`config.mk`:
```
export PLATFORM = sky130hd
export DESIGN_NAME = adc_sequencer_regs
export DESIGN_NICKNAME = d
export VERILOG_FILES = /design/src/logic/adc_seq_pkg.sv /design/src/logic/conv_clock_divider.sv /design/src/logic/adc_sequencer_regs.sv
export VERILOG_INCLUDE_DIRS = /design/src /design/src/logic
export SDC_FILE = /design/constraint.sdc
export NUM_CORES = 1
export LEC_CHECK = 0
export BUFFER_PORTS_ARGS = -buffer_cell sky130_fd_sc_hd__buf_2
export CORE_MARGIN = 2
export CORE_UTILIZATION = 51
export DETAILED_ROUTE_END_ITERATION = 6
export GPL_ROUTABILITY_DRIVEN = 0
export PLACE_DENSITY = 0.85
export SLEW_MARGIN = 15
export SYNTH_ARGS = -nofsm -noshare
export SYNTH_HDL_FRONTEND = slang
export SYNTH_HIERARCHICAL = 1
export SYNTH_SLANG_ARGS = --single-unit
```
`constraint.sdc`:
```
create_clock -name clk_i -period 5.8 [get_ports clk_i]
set_input_delay 0.58 -clock clk_i [delete_from_list [all_inputs] [get_ports clk_i]]
set_output_delay 0.58 -clock clk_i [all_outputs]
set_load 0.02 [all_outputs]
```
`src/logic/adc_seq_cfg.svh`:
```
`ifndef ADC_SEQ_CFG_SVH
`define ADC_SEQ_CFG_SVH

// ==========================================================
// Register indices (byte address is four times the index)
`define IDX_PIN_CFG 8'hAE
`define IDX_REF_SEL 8'hAF
`define IDX_CTL 8'hB1
`define IDX_RES_HI 8'hB2
`define IDX_CLK_RES 8'hB3
`define IDX_IRQ_STAT 8'hB4
`define IDX_IRQ_MASK 8'hB5

// ==========================================================
// Field positions
`define CTL_ENABLE 7
`define CTL_START 6
`define CTL_DONE 5
`define CTL_GATE 4
`define CLK_DIV_HI 6
`define CLK_DIV_LO 4
`define REF_EXT 7
`define IRQ_DONE 0

// ==========================================================
// Reset values and codes
`define CTL_RST 8'h00
`define PIN_RST 5'h00
`define REF_LVL_RST 2'h0
`define DIV_RST 2'h0
`define REF_LVL_SUPPLY 2'h3
`define DIV_16 2'h0
`define DIV_8 2'h1
`define DIV_1 2'h2
`define DIV_2 2'h3
`define DIV_TERM_16 4'hF
`define DIV_TERM_8 4'h7
`define DIV_TERM_2 4'h1
`define DIV_TERM_1 4'h0

// ==========================================================
// Timing: sixteen periods of converter clock / 4
`define CONV_PERIODS 16
`define CONV_PRESCALE 4
`define CONV_TICKS (`CONV_PERIODS * `CONV_PRESCALE)
`define CONV_LAST 6'h3F

`endif

```
`src/logic/adc_seq_pkg.sv`:
```
package adc_seq_pkg;

  typedef enum logic [1:0] {
    ST_IDLE = 2'b01,
    ST_CONV = 2'b10
  } conv_state_e;

  // Steering for the analog core and pin pads
  typedef struct packed {
    logic converter_enable;
    logic channel_gate;
    logic [2:0] input_select;
    logic external_reference_enable;
    logic [1:0] reference_level_select;
    logic high_res;
    logic converting;
  } analog_ctl_s;

  typedef struct packed {
    logic cyc;
    logic stb;
    logic we;
    logic [3:0] sel;
    logic [9:0] adr;
    logic [31:0] dat;
  } wb_req_s;

endpackage : adc_seq_pkg

```
`src/logic/conv_clock_divider.sv`:
```
`timescale 1ns/1ps
`include "adc_seq_cfg.svh"

module conv_clock_divider (
  input wire logic clk_i,
  input wire logic rst_i,
  input wire logic run_i,
  input wire logic [1:0] code_i,
  output logic tick_o
);

  logic [3:0] cnt_q;
  logic [3:0] term;

  function automatic logic [3:0] div_term(input logic [1:0] code);
    case (code)
      `DIV_16: div_term = `DIV_TERM_16;
      `DIV_8: div_term = `DIV_TERM_8;
      `DIV_1: div_term = `DIV_TERM_1;
      default: div_term = `DIV_TERM_2;
    endcase
  endfunction : div_term

  assign term = div_term(code_i);
  assign tick_o = run_i && (cnt_q == term);

  // Counter restarts from zero each conversion so the first tick is a full period
  always_ff @(posedge clk_i) begin
    if (rst_i || !run_i || tick_o) begin
      cnt_q <= 4'h0;
    end else begin
      cnt_q <= cnt_q + 4'h1;
    end
  end

  chk_div_undivided: assert property (@(posedge clk_i) disable iff (rst_i)
    (run_i && code_i == `DIV_1) |-> tick_o)
    else $error("undivided clock missed a tick");

  chk_div_sixteen: assert property (@(posedge clk_i) disable iff (rst_i)
    (tick_o && run_i && code_i == `DIV_16 && $stable(code_i)) |=> !tick_o [*8])
    else $error("divide by sixteen ticked early");

endmodule : conv_clock_divider

```
`src/logic/adc_sequencer_regs.sv`:
```
// The Wishbone register port was chosen for this implementation.
`timescale 1ns/1ps
`include "adc_seq_cfg.svh"

// What this block does
// - Six inputs, twelve-bit result of 4096 steps
// - Start needs enable and start bits; gate not checked
// - Completion sets done, result in two registers
// - Control bit 7 enables converter, reset clears
// - Control bit 6 written one starts conversion
// - Done reads 0 busy, 1 after; start cleared
// - Control bit 4 connects selected input channel when bit 7 set
// - Bits 2..0 pick inputs 0-4 or quarter-supply
// - Divide code picks /16, /8, /1, /2
// - Clock/result low nibble read-only result bits
// - High-byte register read-only result bits 11..4
// - Eight-bit mode fills high byte only
// - Fixed references give 8 bits, else 12
// - Reference level field, resets to 2.0V code
// - External reference bit isolates input-zero pin
// - Pin config bit isolates digital pin use
// - Conversion lasts 64 converter clock ticks

module adc_sequencer_regs (
  input wire logic clk_i,
  input wire logic rst_i,
  input wire logic wb_cyc_i,
  input wire logic wb_stb_i,
  input wire logic wb_we_i,
  input wire logic [3:0] wb_sel_i,
  input wire logic [9:0] wb_adr_i,
  input wire logic [31:0] wb_dat_i,
  output logic [31:0] wb_dat_o,
  output logic wb_ack_o,
  input wire logic [11:0] conv_data_i,
  output adc_seq_pkg::analog_ctl_s ana_o,
  output logic [4:0] pin_isolate_o,
  output logic irq_o
);

  // ==========================================================
  // Bus slave
  adc_seq_pkg::wb_req_s req;
  logic ack_q;
  logic [31:0] dat_q;
  logic take;
  logic wr;
  logic [7:0] idx;
  logic [7:0] wdat;
  logic [7:0] rd_mux;

  assign req = '{cyc: wb_cyc_i, stb: wb_stb_i, we: wb_we_i, sel: wb_sel_i,
                 adr: wb_adr_i, dat: wb_dat_i};
  assign idx = req.adr[9:2];
  assign wdat = req.dat[7:0];
  // Writes land on the edge where the master sees ack
  assign take = req.cyc && req.stb && ack_q;
  assign wr = take && req.we && req.sel[0];
  assign wb_ack_o = ack_q;
  assign wb_dat_o = dat_q;

  function automatic logic hit(input logic [7:0] a, input logic [7:0] reg_idx);
    hit = (a == reg_idx);
  endfunction : hit

  always_ff @(posedge clk_i) begin
    if (rst_i) begin
      ack_q <= 1'b0;
    end else begin
      ack_q <= req.cyc && req.stb && !ack_q;
    end
  end

  // ==========================================================
  // Register state
  logic en_q;
  logic start_q;
  logic done_q;
  logic gate_q;
  logic [2:0] chan_q;
  logic [1:0] div_q;
  logic [4:0] pin_q;
  logic ext_ref_q;
  logic [1:0] lvl_q;
  logic [7:0] res_hi_q;
  logic [3:0] res_lo_q;
  logic ist_q;
  logic imk_q;
  logic high_res;

  adc_seq_pkg::conv_state_e state_q;
  logic [5:0] tick_cnt_q;
  logic tick;
  logic launch;
  logic abort;
  logic conv_end;

  assign launch = (state_q == adc_seq_pkg::ST_IDLE) && en_q && start_q;
  assign abort = (state_q == adc_seq_pkg::ST_CONV) && !(en_q && start_q);
  assign conv_end = (state_q == adc_seq_pkg::ST_CONV) && !abort && tick
                    && (tick_cnt_q == `CONV_LAST);
  assign high_res = ext_ref_q || (lvl_q == `REF_LVL_SUPPLY);

  always_ff @(posedge clk_i) begin
    if (rst_i) begin
      en_q <= 1'b0;
      gate_q <= 1'b0;
      chan_q <= 3'h0;
    end else if (wr && hit(idx, `IDX_CTL)) begin
      en_q <= wdat[`CTL_ENABLE];
      gate_q <= wdat[`CTL_GATE];
      chan_q <= wdat[2:0];
    end
  end

  // Completion clears start even against a same-cycle write
  always_ff @(posedge clk_i) begin
    if (rst_i) begin
      start_q <= 1'b0;
    end else if (conv_end) begin
      start_q <= 1'b0;
    end else if (wr && hit(idx, `IDX_CTL)) begin
      start_q <= wdat[`CTL_START];
    end
  end

  // Hardware set of done wins over a software clear
  always_ff @(posedge clk_i) begin
    if (rst_i) begin
      done_q <= 1'b0;
    end else if (conv_end) begin
      done_q <= 1'b1;
    end else if (launch) begin
      done_q <= 1'b0;
    end else if (wr && hit(idx, `IDX_CTL) && (state_q != adc_seq_pkg::ST_CONV)) begin
      // A software write of done is ignored while busy so that done reads 0 then
      done_q <= wdat[`CTL_DONE];
    end
  end

  always_ff @(posedge clk_i) begin
    if (rst_i) begin
      div_q <= `DIV_RST;
    end else if (wr && hit(idx, `IDX_CLK_RES)) begin
      div_q <= {wdat[`CLK_DIV_HI], wdat[`CLK_DIV_LO]};
    end
  end

  always_ff @(posedge clk_i) begin
    if (rst_i) begin
      pin_q <= `PIN_RST;
    end else if (wr && hit(idx, `IDX_PIN_CFG)) begin
      pin_q <= wdat[4:0];
    end
  end

  always_ff @(posedge clk_i) begin
    if (rst_i) begin
      ext_ref_q <= 1'b0;
      lvl_q <= `REF_LVL_RST;
    end else if (wr && hit(idx, `IDX_REF_SEL)) begin
      ext_ref_q <= wdat[`REF_EXT];
      lvl_q <= wdat[1:0];
    end
  end

  // Results change only at completion; contents after reset carry no meaning
  always_ff @(posedge clk_i) begin
    if (rst_i) begin
      res_hi_q <= 8'h00;
      res_lo_q <= 4'h0;
    end else if (conv_end) begin
      res_hi_q <= conv_data_i[11:4];
      res_lo_q <= high_res ? conv_data_i[3:0] : 4'h0;
    end
  end

  // ==========================================================
  // Conversion sequencer
  conv_clock_divider u_div (
    .clk_i(clk_i),
    .rst_i(rst_i),
    .run_i(state_q == adc_seq_pkg::ST_CONV),
    .code_i(div_q),
    .tick_o(tick)
  );

  always_ff @(posedge clk_i) begin
    if (rst_i) begin
      state_q <= adc_seq_pkg::ST_IDLE;
    end else begin
      case (state_q)
        adc_seq_pkg::ST_IDLE: begin
          if (launch) begin
            state_q <= adc_seq_pkg::ST_CONV;
          end
        end
        adc_seq_pkg::ST_CONV: begin
          if (abort || conv_end) begin
            state_q <= adc_seq_pkg::ST_IDLE;
          end
        end
        default: state_q <= adc_seq_pkg::ST_IDLE;
      endcase
    end
  end

  always_ff @(posedge clk_i) begin
    if (rst_i || state_q != adc_seq_pkg::ST_CONV) begin
      tick_cnt_q <= 6'h00;
    end else if (tick) begin
      tick_cnt_q <= tick_cnt_q + 6'h01;
    end
  end

  // ==========================================================
  // Interrupt status and mask
  always_ff @(posedge clk_i) begin
    if (rst_i) begin
      ist_q <= 1'b0;
    end else if (conv_end) begin
      ist_q <= 1'b1;
    end else if (take && !req.we && hit(idx, `IDX_IRQ_STAT) && dat_q[`IRQ_DONE]) begin
      // Only a bit that the read returned is cleared
      ist_q <= 1'b0;
    end
  end

  always_ff @(posedge clk_i) begin
    if (rst_i) begin
      imk_q <= 1'b0;
    end else if (wr && hit(idx, `IDX_IRQ_MASK)) begin
      imk_q <= wdat[`IRQ_DONE];
    end
  end

  assign irq_o = ist_q && imk_q;

  // ==========================================================
  // Read path, captured a cycle ahead of ack
  always_comb begin
    rd_mux = 8'h00;
    case (idx)
      `IDX_CTL: rd_mux = {en_q, start_q, done_q, gate_q, 1'b0, chan_q};
      `IDX_CLK_RES: rd_mux = {1'b0, div_q[1], 1'b0, div_q[0], res_lo_q};
      `IDX_RES_HI: rd_mux = res_hi_q;
      `IDX_PIN_CFG: rd_mux = {3'h0, pin_q};
      `IDX_REF_SEL: rd_mux = {ext_ref_q, 5'h00, lvl_q};
      `IDX_IRQ_STAT: rd_mux = {7'h00, ist_q};
      `IDX_IRQ_MASK: rd_mux = {7'h00, imk_q};
      default: rd_mux = 8'h00;
    endcase
  end

  always_ff @(posedge clk_i) begin
    if (rst_i) begin
      dat_q <= 32'h0000_0000;
    end else if (req.cyc && req.stb && !ack_q) begin
      dat_q <= {24'h00_0000, rd_mux};
    end
  end

  // ==========================================================
  // Analog and pad steering
  assign ana_o.converter_enable = en_q;
  assign ana_o.channel_gate = gate_q && en_q;
  assign ana_o.input_select = chan_q;
  assign ana_o.external_reference_enable = ext_ref_q;
  assign ana_o.reference_level_select = lvl_q;
  assign ana_o.high_res = high_res;
  assign ana_o.converting = (state_q == adc_seq_pkg::ST_CONV);

  genvar gi;
  generate
    for (gi = 0; gi < 5; gi++) begin : g_pin
      if (gi == 0) begin : g_ref_pin
        assign pin_isolate_o[gi] = pin_q[gi] || ext_ref_q;
      end else begin : g_plain_pin
        assign pin_isolate_o[gi] = pin_q[gi];
      end
    end
  endgenerate

  // ==========================================================
  // Checks
  logic [6:0] chk_ticks_q;

  always_ff @(posedge clk_i) begin
    if (rst_i || launch) begin
      chk_ticks_q <= 7'h00;
    end else if (tick) begin
      chk_ticks_q <= chk_ticks_q + 7'h01;
    end
  end

  chk_end_done_start: assert property (@(posedge clk_i) disable iff (rst_i)
    conv_end |=> (done_q && !start_q && state_q == adc_seq_pkg::ST_IDLE))
    else $error("completion did not set done and clear start");

  chk_busy_reads_zero: assert property (@(posedge clk_i) disable iff (rst_i)
    (state_q == adc_seq_pkg::ST_CONV) |-> !done_q)
    else $error("done set while converting");

  chk_conv_tick_count: assert property (@(posedge clk_i) disable iff (rst_i)
    conv_end |-> (chk_ticks_q == 7'h3F))
    else $error("conversion length not sixty-four ticks");

  chk_disabled_idle: assert property (@(posedge clk_i) disable iff (rst_i)
    !en_q |=> (state_q == adc_seq_pkg::ST_IDLE))
    else $error("conversion running while disabled");

  chk_result_hold: assert property (@(posedge clk_i) disable iff (rst_i)
    !conv_end |=> ($stable(res_hi_q) && $stable(res_lo_q)))
    else $error("result changed outside completion");

  chk_result_capture: assert property (@(posedge clk_i) disable iff (rst_i)
    conv_end |=> (res_hi_q == $past(conv_data_i[11:4]) && ist_q))
    else $error("result or status not captured");

  chk_low_res_nibble: assert property (@(posedge clk_i) disable iff (rst_i)
    (conv_end && !high_res) |=> (res_lo_q == 4'h0))
    else $error("low nibble written in eight-bit mode");

  chk_ext_ref_pin: assert property (@(posedge clk_i) disable iff (rst_i)
    ext_ref_q |-> (pin_isolate_o[0] && ana_o.external_reference_enable))
    else $error("external reference left input-zero pin connected");

  chk_ack_single: assert property (@(posedge clk_i) disable iff (rst_i)
    wb_ack_o |=> !wb_ack_o)
    else $error("ack held beyond one cycle");

  chk_launch_enters_conv: assert property (@(posedge clk_i) disable iff (rst_i)
    launch |=> (state_q == adc_seq_pkg::ST_CONV && !done_q))
    else $error("launch did not start a conversion");

  chk_ctl_write_lands: assert property (@(posedge clk_i) disable iff (rst_i)
    (wr && idx == `IDX_CTL) |=> (en_q == $past(wdat[`CTL_ENABLE])))
    else $error("enable bit write did not land");

  chk_status_read_clear: assert property (@(posedge clk_i) disable iff (rst_i)
    (take && !req.we && idx == `IDX_IRQ_STAT && dat_q[`IRQ_DONE] && !conv_end) |=> !ist_q)
    else $error("status read did not clear the done event");

endmodule : adc_sequencer_regs

```
==> results of run 1 <==
==> path summary, 6_finish.rpt <==
check / cells after the start / endpoint
setup / recovery: 8 / res_lo_q[3]
hold / removal: 2 / wb_dat_o[1]
setup reg to reg: 8 / res_lo_q[3]
hold reg to reg: 2 / wb_dat_o[1]
==> cell usage after synthesis (6+ instances only) <==
cell type / n / area (µm²)
inv_1: 8 / 30.0
nor2_1: 28 / 105
nand3_1: 7 / 35.0
buf_4: 31 / 233
a21oi_1: 9 / 45.0
dfxtp_1: 52 / 1040
nand2_1: 35 / 131
clkbuf_1: 6 / 22.5
o21ai_0: 10 / 50.1
mux2i_1: 17 / 170
a22o_1: 15 / 131
==> flip-flops by register name, summed over array words and instances, names as in the netlist, 2 cells and up <==
signal       cells
res_hi_q         8
wb_dat_o         8
tick_cnt_q       6
pin_q            5
res_lo_q         4
u_div/cnt_q      4
chan_q           3
div_q            2
lvl_q            2
state_q          2
==> final cells by class <==
class | instances | share of cell area [%]
timing repair buffer | 58 | 10.1
tap | 67 | 2.92
clock buffer | 5 | 2.40
multi-input combinational | 213 | 46.6
clock inverter | 3 | 0.654
inverter | 8 | 1.05
sequential | 52 | 36.3
==> worst max-delay path: cells and delay by family, from the launching register on <==
family,cells,cell delay [ns]
and+or+nand+nor,3,0.80
DFF,1,0.32
buffers and inverters,1,0.21
AOI/OAI and AO/OA,4,1.30
==> through the flow <==
| stage | worst slack [ns] | std cells |
|---|---|---|
| finish | 3.07 | 406 |
| floorplan | 3.39 | 311 |
| global placement | 3.24 | 398 |
| CTS | 3.08 | 406 |
| detailed placement | 3.13 | 398 |
| global route | 2.77 | 406 |
==> power by group <==
group	switching [mW]	leakage [nW]	internal [mW]	total (mW)
Sequential	0.000250	0.419	0.357	0.357
Combinational	0.0357	0.801	0.0127	0.0484
Clock	0.122	0.0479	0.0843	0.206
==> metal layers <==
layer  track usage (%)  vias up
li1                  -     1062
met1              26.2     1004
met2              34.0       73
met3              5.22        5
met4              5.65        0
met5                 0        -
==> kinds of logic after synthesis <==
| kind of cell | share of synthesized area, % |
|---|---|
| fa+ha+maj | 0.967 |
| simple gates | 21.1 |
| mux | 7.88 |
| xor+xnor | 2.03 |
| flops | 40.2 |
| compound gates | 16.2 |
| other cells | 0.145 |
| buf+inv | 11.5 |
==> reports/qor.tcl, run 1 <==
set qor(final_area_um2) 2870
set qor(clockBufferDepth) 2
set qor(tritoncts.num_buffers) 5
set qor(gr-total-overflow) 0
set qor(synth.cell_area_um2) 2590
set qor(grt_pass1_vias) 1887
set qor(post_cts_hold_buffer_count) 0
set qor(clock_latency_ns) 0.31
set qor(yosysWarningCount) 6
set qor(cts_num_sinks) 52
set qor(timing.critical_path.slowest_cell_delay_ns) 0.43
set qor(nNetsFinal) 403
set qor(wl_met1_um) 2610
set qor(min-delay-path-class) {reg -> reg}
set qor(detail_route.iter0.violations) 166
set qor(cap_viol_max_count) 0
set qor(firstDrtPassIters) 4
set qor(worstSetupStartpoint) {state_q[0]}
set qor(cp_cell_instances) {nand2b_1 > inv_1 > o221ai_1 > a21oi_2 > nand4_1 > nor3_2 > a21oi_1 > a22o_1}
set qor(io_buffers) 58
set qor(post_cts.repair.setup_buffers) 0
set qor(site_rows) 25
set qor(wl_met3_um) 374
set qor(fmax_mhz) 366
set qor(critPathRequiredTime_ns) 6.01
set qor(status) {complete, no violations}
set qor(synth_unique_cells) 53
set qor(slew_violations) 0
set qor(wl_um) 5760
set qor(relSlewSlack_pct) 32.8
set qor(worst_setup_path_end_kind) {register}
set qor(layout-area-overhead-vs-synth_pct) 10.9
set qor(setup-tns-final_ns) 0
set qor(detailed_placer_s_ending_hpwl_um) 4360
set qor(critPathSlowestCell) {a21oi_2}
set qor(dieWidth_um) 75.2
set qor(critical_path_fanouts_max) 13
set qor(top_level_ports) 112
set qor(route.vias.total) 2144
set qor(ys_dominant_reg_cell) {dfxtp_1}
set qor(ff2ff_setup_slack_ns) 3.07
set qor(power_density_of_the_placed_cells_nw_per_um2) 213
set qor(nature_of_the_critical_path_startpoint) {register}
set qor(wl_per_cell_um) 14.2
set qor(fill_cell_count) 468
set qor(antenna_left) 0
set qor(grt_first_pass_wirelength_um) 8670
set qor(antenna_found_initial) 0
set qor(final_hold_viol_count) 0
set qor(multiInputGateArea_um2) 1340
set qor(clock_tree.root_cell) {clkbuf_8}
set qor(syn_area_per_cell_um2) 8.98
set qor(seq_area_frac_synth_pct) 40.2
set qor(seqCellArea_um2) 1040
set qor(edff_count_synth) 0
set qor(cts-resized-gates) 0
set qor(ir_worst_vdd_v) 0.000152
set qor(placed_area_um2) 2780
set qor(timing.hold.ws_ns) 0.460
set qor(worstReg2RegStart) {state_q[0]}
set qor(grt_usage_pct) 20.3
set qor(finalCritPeriodShare_pct) 47.0
set qor(leakagePower_nw) 1.27
set qor(fin_skew_ns) 0.00958
set qor(total_power_uw) 612
set qor(tritoncts) {done}
set qor(die_height_um) 75.2
set qor(synth_cells) 288
set qor(critPathArrivalTime_ns) 2.94
set qor(drive_gt1_share_pct) 23.0
set qor(setup_viol) 0
set qor(drc) 0
set qor(die-area_um2) 5660
set qor(final_core_utilization_pct) 59.6
set qor(mostFrequentLayoutCells) {58 x buf_2, 52 x dfxtp_1, 35 x nand2_1, 28 x nor2_1, 24 x conb_1}
set qor(cts_htree_levels) 2
set qor(postSynthRegisterBits) 52
set qor(setup_repair_after_global_routing_missed_its_margin) {false}
set qor(maxUsedRoutingLayer) {met4}
set qor(finalWorstPathRequiredPeriod_ns) 2.73
set qor(antenna_cells_inserted) 0
set qor(initial_utilization_pct) 53.7
set qor(clk_pin_slew_worst_paths_ns) 0.09
set qor(met2_length_um) 2720
set qor(leading_cell_type_in_the_layout_fill_and_taps_excluded) {buf_2}
set qor(grt_start_max_net_pins) 28
set qor(core_area_um2) 4820
set qor(max_slew.worst_pin.slew_ns) 1.01
set qor(timing.hold.worst.start) {wb_dat_o[1]}
set qor(async_flop_share_pct) 0
set qor(via_per_inst) 5.28
set qor(critPathKind) {reg -> reg}
Power figures use the tool's default switching activity.
==> run 2, diff against run 1 <==
--- a/config.mk
+++ b/config.mk
@@ -6,12 +6,13 @@
 export SDC_FILE = /design/constraint.sdc
 export NUM_CORES = 1
 export LEC_CHECK = 0
+export ABC_AREA = 1
 export BUFFER_PORTS_ARGS = -buffer_cell sky130_fd_sc_hd__buf_2
 export CORE_MARGIN = 2
-export CORE_UTILIZATION = 51
+export CORE_UTILIZATION = 44
 export DETAILED_ROUTE_END_ITERATION = 6
 export GPL_ROUTABILITY_DRIVEN = 0
-export PLACE_DENSITY = 0.85
+export PLACE_DENSITY = 0.77
 export SLEW_MARGIN = 15
 export SYNTH_ARGS = -nofsm -noshare
 export SYNTH_HDL_FRONTEND = slang
==> constraint.sdc (replaced) <==
create_clock -name clk_i -period 2.5 [get_ports clk_i]
set_input_delay 0.25 -clock clk_i [delete_from_list [all_inputs] [get_ports clk_i]]
set_output_delay 0.25 -clock clk_i [all_outputs]
set_load 0.02 [all_outputs]
==> reports/qor.tcl, run 2 <==
set qor(slew_violations) 0 ;# unchanged
set qor(sw_frac_of_total_pct) 24.3 ;# -1.5 points
set qor(fraction_of_power_consumed_by_combinational_cells_pct) 8.2 ;# +0.3 points
set qor(cap_viol_max_count) 0 ;# unchanged
set qor(grt_first_pass_wirelength_um) 10500 ;# +21%
set qor(syn_area_per_cell_um2) 7.26 ;# -19%
set qor(nNetsFinal) 502 ;# +25%
set qor(netlist.area_leader.share_pct) 37.2 ;# -3.0 points
set qor(place.detailed.instances) 507 ;# +27%
set qor(seq_area_frac_synth_pct) 37.2 ;# -3.0 points
set qor(yosysWarningCount) 6 ;# unchanged
set qor(critPathArrivalTime_ns) 2.23 ;# -0.71 ns
set qor(synth_unique_cells) 40 ;# -25%
set qor(gr-total-overflow) 0 ;# unchanged
set qor(clock_latency_ns) 0.30 ;# about the same
set qor(net-switching-power_uw) 349 ;# +120%
set qor(wl_met3_um) 346 ;# -7.5%
set qor(clockBufferDepth) 2 ;# unchanged
set qor(cts_num_sinks) 52 ;# unchanged
set qor(setup_repair_after_global_routing_missed_its_margin) {false}
set qor(multiInputGateArea_um2) 1350 ;# +0.66%
set qor(final_area_um2) 3100 ;# +8.0%
set qor(finalWorstPathRequiredPeriod_ns) 2.00 ;# -0.731 ns
set qor(synth.cell_area_um2) 2800 ;# +8.0%
set qor(edff_count_synth) 0 ;# unchanged
set qor(fmax_mhz) 501 ;# +37%
set qor(leakagePower_nw) 1.49 ;# +18%
set qor(critical_path_fanouts_max) 6 ;# -7
set qor(met2_length_um) 3020 ;# +11%
set qor(nature_of_the_critical_path_startpoint) {register}
set qor(timing.hold.ws_ns) 0.138 ;# -0.322 ns
set qor(cts_htree_levels) 2 ;# unchanged
set qor(io_buffers) 58 ;# unchanged
set qor(grt_start_max_net_pins) 24 ;# -14%
set qor(finalNonFillerCells) 515 ;# +27%
set qor(initial_utilization_pct) 44.8 ;# -8.9 points
set qor(cell_internal_pwr_mw) 1.09 ;# +140%
set qor(synth.top_cells.by_count) {68 x nand2_1, 52 x dfxtp_1, 50 x inv_1, 37 x nand3_1, 34 x buf_4}
set qor(min-delay-path-class) {in -> reg}
set qor(finalCritPeriodShare_pct) 79.9 ;# +33 points
set qor(die_height_um) 83.7 ;# +11%
set qor(fin_skew_ns) 0.00756 ;# -0.00201 ns
set qor(critPathKind) {reg -> reg}
set qor(worst_setup_path_end_kind) {register}
set qor(maxUsedRoutingLayer) {met4}
set qor(dieWidth_um) 83.7 ;# +11%
set qor(detailed_placer_s_ending_hpwl_um) 5020 ;# +15%
set qor(firstDrtPassIters) 4 ;# unchanged
set qor(clock_tree.root_cell) {clkbuf_8}
set qor(post_synth_main_area_contributors) {dfxtp_1 37%, buf_4 9.1%, nand2_1 9.1%}
set qor(critPathRequiredTime_ns) 2.73 ;# -3.28 ns
set qor(leading_cell_type_in_the_layout_fill_and_taps_excluded) {nand2_1}
set qor(post_cts_hold_buffer_count) 0 ;# unchanged
set qor(grt_pass1_vias) 2348 ;# +24%
set qor(final_hold_viol_count) 0 ;# unchanged
set qor(wl_um) 6330 ;# +9.8%
set qor(postSynthRegisterBits) 52 ;# unchanged
set qor(layout-area-overhead-vs-synth_pct) 10.8 ;# about the same
set qor(tritoncts.num_buffers) 5 ;# unchanged
set qor(wl_per_cell_um) 12.3 ;# -13%
set qor(setup_viol) 0 ;# unchanged
set qor(power_density_of_the_placed_cells_nw_per_um2) 463 ;# +120%
set qor(antenna_cells_inserted) 0 ;# unchanged
set qor(via_per_inst) 4.85 ;# -8.1%
set qor(antenna_left) 0 ;# unchanged
set qor(async_flop_share_pct) 0 ;# unchanged
set qor(core_area_um2) 6240 ;# +30%
set qor(ir_worst_vdd_v) 0.000238 ;# +57%
set qor(detail_route.iter0.violations) 148 ;# -11%
set qor(site_rows) 29 ;# +16%
set qor(synth_top_area_cell) {dfxtp_1}
set qor(power.share.sequential_pct) 57.8 ;# -0.6 points
set qor(clk_pin_slew_worst_paths_ns) 0.09 ;# about the same
set qor(die-area_um2) 7010 ;# +24%
set qor(top_level_ports) 112 ;# unchanged
set qor(hold_path_depth) 3 ;# +1
set qor(status) {complete, no violations}
set qor(worstRegToRegCells) 14 ;# +6
set qor(mostFrequentLayoutCells) {68 x nand2_1, 58 x buf_2, 52 x dfxtp_1, 50 x inv_1, 37 x nand3_1}
set qor(pwr-share-clk_pct) 34.0 ;# +0.3 points
set qor(drc) 0 ;# unchanged
set qor(tritoncts) {done}
set qor(setup-tns-final_ns) 0 ;# unchanged
set qor(seqCellArea_um2) 1040 ;# unchanged
set qor(wl_met1_um) 2830 ;# +8.5%
set qor(ys_dominant_reg_cell) {dfxtp_1}
set qor(grt_usage_pct) 18.5 ;# -1.8 points
set qor(route.vias.total) 2500 ;# +17%
set qor(post_cts.repair.setup_buffers) 0 ;# unchanged
set qor(post-synth-top-count-cell) {nand2_1}
set qor(placed_area_um2) 3010 ;# +8.1%
set qor(fill_cell_count) 618 ;# +32%
set qor(synth_cells) 385 ;# +34%
set qor(cts-resized-gates) 0 ;# unchanged
set qor(antenna_found_initial) 0 ;# unchanged
set qor(drive_gt1_share_pct) 24.4 ;# +1.4 points
==> run 2: area by class of cell <==
type | count | area share, %
multi-input combinational | 261 | 43.4
sequential | 52 | 33.6
timing repair buffer | 61 | 10.1
inverter | 56 | 6.87
tap | 77 | 3.11
clock buffer | 8 | 2.91
==> run 2: per-stage QoR <==
stage	total power, mW	utilization (%)	setup slack [ns]
final	1.43	49.6	0.502
after global routing	1.48	49.6	0.224
after CTS	1.44	49.6	0.488
after detailed placement	0.965	48.2	0.517
after global placement	0.963	48.2	0.570
after floorplan	0.953	-	0.591
==> run 2: path summary, 6_finish.rpt <==
path / startpoint / end / slack, ns
hold / removal: conv_data_i[2] / res_lo_q[2] / 0.14
hold reg to reg: wb_dat_o[6] / wb_dat_o[6] / 0.47
setup / recovery: state_q[0] / res_hi_q[2] / 0.50
setup reg to reg: state_q[0] / res_hi_q[2] / 0.50
==> run 2: per-layer routing <==
layer,vias up,global-route usage [%]
li1,1283,-
met1,1127,23.6
met2,81,30.8
met3,9,3.86
met4,0,6.89
met5,-,0
==> run 2: cell families (layout without fill, tap and decap cells) <==
family                   count (synthesis)  after routing  synth area share (%)
AND/OR/NAND/NOR                        172            172                  30.8
buffers and inverters                   95            125                  17.7
AO/OA/AOI/OAI                           60             60                  12.2
flip-flops                              52             52                  37.2
adder cells (fa/ha/maj)                  2              2                 0.895
XOR/XNOR                                 2              2                 0.627
other                                    1             24                 0.134
multiplexers                             1              1                 0.358
==> run 2: worst max-delay path, stage by stage, from the launching register on <==
cell and delay (ns):
dfxtp_1 0.31, inv_1 0.07, nand2_2 0.09, inv_1 0.13, inv_1 0.08, nor2_2 0.10, nand3_1 0.08, nor2_2 0.16
nand3_2 0.10, nor2_2 0.10, nand2_1 0.05, inv_1 0.08, nand4_2 0.21, buf_4 0.25, o22ai_1 0.11
==> run 2: power by group through the flow <==
| stage | clock network (mW) | registers (mW) | logic [mW] |
|---|---|---|---|
| finish | 0.488 | 0.829 | 0.117 |
| global placement | 0 | 0.848 | 0.115 |
| floorplan | 0 | 0.849 | 0.104 |
| CTS | 0.495 | 0.829 | 0.117 |
| detailed placement | 0 | 0.848 | 0.116 |
| global route | 0.523 | 0.829 | 0.129 |
==> run 3, diff against run 2 <==
--- a/config.mk
+++ b/config.mk
@@ -9,10 +9,10 @@
 export ABC_AREA = 1
 export BUFFER_PORTS_ARGS = -buffer_cell sky130_fd_sc_hd__buf_2
 export CORE_MARGIN = 2
-export CORE_UTILIZATION = 44
+export CORE_UTILIZATION = 49
 export DETAILED_ROUTE_END_ITERATION = 6
 export GPL_ROUTABILITY_DRIVEN = 0
-export PLACE_DENSITY = 0.77
+export PLACE_DENSITY = 0.81
 export SLEW_MARGIN = 15
 export SYNTH_ARGS = -nofsm -noshare
 export SYNTH_HDL_FRONTEND = slang
==> constraint.sdc (replaced) <==
create_clock -name clk_i -period 1.9 [get_ports clk_i]
set_input_delay 0.19 -clock clk_i [delete_from_list [all_inputs] [get_ports clk_i]]
set_output_delay 0.19 -clock clk_i [all_outputs]
set_load 0.02 [all_outputs]
==> reports/qor.tcl, run 3 (same netlist as run 2, synthesis figures left out) <==
set qor(status) {complete, no violations}
set qor(initial_utilization_pct) 50.8 ;# +6.0 points
set qor(critPathKind) {reg -> reg}
set qor(setup_viol) 0 ;# unchanged
set qor(dp_worst_setup_slack_ns) 0.0777 ;# -0.439 ns
set qor(clk_pin_slew_worst_paths_ns) 0.09 ;# about the same
set qor(multiInputGateArea_um2) 1370 ;# +2.1%
set qor(grt_first_pass_wirelength_um) 10200 ;# -2.9%
set qor(grt_start_max_net_pins) 24 ;# unchanged
set qor(min-delay-path-class) {in -> reg}
set qor(seqCellArea_um2) 1040 ;# +0.12%
set qor(top_level_ports) 112 ;# unchanged
set qor(grt_usage_pct) 20.5 ;# +2.0 points
set qor(leading_cell_type_in_the_layout_fill_and_taps_excluded) {nand2_1}
set qor(nature_of_the_critical_path_startpoint) {register}
set qor(critPathRequiredTime_ns) 2.15 ;# -0.58 ns
set qor(grt_pass1_vias) 2298 ;# -2.1%
set qor(gr-total-overflow) 0 ;# unchanged
set qor(worstRegToRegCells) 14 ;# unchanged
set qor(wl_um) 6170 ;# -2.5%
set qor(cts_num_sinks) 52 ;# unchanged
set qor(antenna_found_initial) 0 ;# unchanged
set qor(tritoncts) {done}
set qor(wl_met1_um) 2630 ;# -6.9%
set qor(fin_skew_ns) 0.0101 ;# +0.00252 ns
set qor(critPathArrivalTime_ns) 1.98 ;# -0.25 ns
set qor(die-area_um2) 6320 ;# -9.7%
set qor(layout-area-overhead-vs-synth_pct) 12.0
set qor(finalWorstPathRequiredPeriod_ns) 1.73 ;# -0.268 ns
set qor(slew_violations) 0 ;# unchanged
set qor(detail_route.iter0.violations) 174 ;# +18%
set qor(hold_path_depth) 3 ;# unchanged
set qor(fmax_mhz) 578 ;# +15%
set qor(antenna_left) 0 ;# unchanged
set qor(drc) 0 ;# unchanged
set qor(nNetsFinal) 504 ;# +0.40%
set qor(site_rows) 27 ;# -6.9%
set qor(detailed_placer_s_ending_hpwl_um) 4890 ;# -2.6%
set qor(power_density_of_the_placed_cells_nw_per_um2) 590 ;# +28%
set qor(drive_gt1_share_pct) 26.0 ;# +1.5 points
set qor(ir_worst_vdd_v) 0.000441 ;# +85%
set qor(fill_cell_count) 537 ;# -13%
set qor(die_height_um) 79.5 ;# -5.0%
set qor(dieWidth_um) 79.5 ;# -5.0%
set qor(clock_latency_ns) 0.31 ;# about the same
set qor(setup-tns-final_ns) 0 ;# unchanged
set qor(total_power_mw) 1.85 ;# +29%
set qor(mostFrequentLayoutCells) {68 x nand2_1, 58 x buf_2, 51 x dfxtp_1, 47 x inv_1, 36 x nand3_1}
set qor(io_buffers) 58 ;# unchanged
set qor(cts-resized-gates) 0 ;# unchanged
set qor(clock_tree.root_cell) {clkbuf_8}
set qor(setup_slack_after_layout_ns) 0.170 ;# -0.332 ns
set qor(tritoncts.num_buffers) 5 ;# unchanged
set qor(met2_length_um) 3000 ;# -0.76%
set qor(final_core_utilization_pct) 56.9 ;# +7.2 points
set qor(cap_viol_max_count) 0 ;# unchanged
set qor(post_cts.repair.setup_buffers) 0 ;# unchanged
set qor(leakagePower_nw) 1.51 ;# +1.3%
set qor(finalCritPeriodShare_pct) 91.0 ;# +11 points
set qor(via_per_inst) 4.96 ;# +2.2%
set qor(antenna_cells_inserted) 0 ;# unchanged
set qor(maxUsedRoutingLayer) {met4}
set qor(final_hold_viol_count) 0 ;# unchanged
set qor(firstDrtPassIters) 4 ;# unchanged
set qor(wl_per_cell_um) 12.1 ;# -1.7%
set qor(core_area_um2) 5510 ;# -12%
set qor(wl_met3_um) 448 ;# +29%
set qor(clockBufferDepth) 2 ;# unchanged
set qor(worst_setup_path_end_kind) {register}
set qor(cts_htree_levels) 2 ;# unchanged
set qor(post_cts_hold_buffer_count) 0 ;# unchanged
set qor(critical_path_fanouts_max) 4 ;# -2
set qor(route.vias.total) 2536 ;# +1.4%
-- run 3: power by group --
part	total (mW)	internal, mW	switching [mW]
registers	1.09	1.09	0.00113
logic	0.156	0.0411	0.114
clock network	0.603	0.251	0.351
total	1.85	1.38	0.467
-- run 3: final timing paths --
check,from,endpoint,slack [ns]
min reg2reg,wb_dat_o[4],wb_dat_o[4],0.47
min,conv_data_i[0],res_lo_q[0],0.08
max reg2reg,state_q[0],res_hi_q[7],0.17
max,state_q[0],res_hi_q[7],0.17
-- run 3: layout make-up --
cell class | instances | area share, %
Inverter | 56 | 6.79
Tap cell | 72 | 2.88
Clock inverter | 1 | 0.160
Clock buffer | 6 | 2.32
Multi-Input combinational cell | 261 | 43.9
Timing Repair Buffer | 63 | 10.7
Sequential cell | 52 | 33.3
-- run 3: per-layer routing --
layer / vias up / GRT usage (%)
li1: 1277 / -
met1: 1148 / 26.1
met2: 103 / 34.7
met3: 8 / 3.96
met4: 0 / 6.72
met5: - / 0
-- run 3: per-stage QoR --
stage                     area [µm²]  std cells  hold slack, ns
after floorplan                 2880        408           0.293
after global placement          3020        504           0.382
after detailed placement        3020        504           0.392
after CTS                       3090        511          0.0767
after global routing            3130        511          0.0872
final                           3130        511          0.0775
-- run 3: worst max-delay path: stages (launching register included) --
cell and delay (ns):
dfxtp_1 0.32, inv_2 0.07, nand2_4 0.07, inv_2 0.07
inv_1 0.06, nor2_2 0.11, nand3_2 0.09, nor2_4 0.13
nand3_2 0.09, nor2_2 0.11, nand2_1 0.07, inv_2 0.08
nand4_4 0.11, buf_4 0.19, o21ai_2 0.10
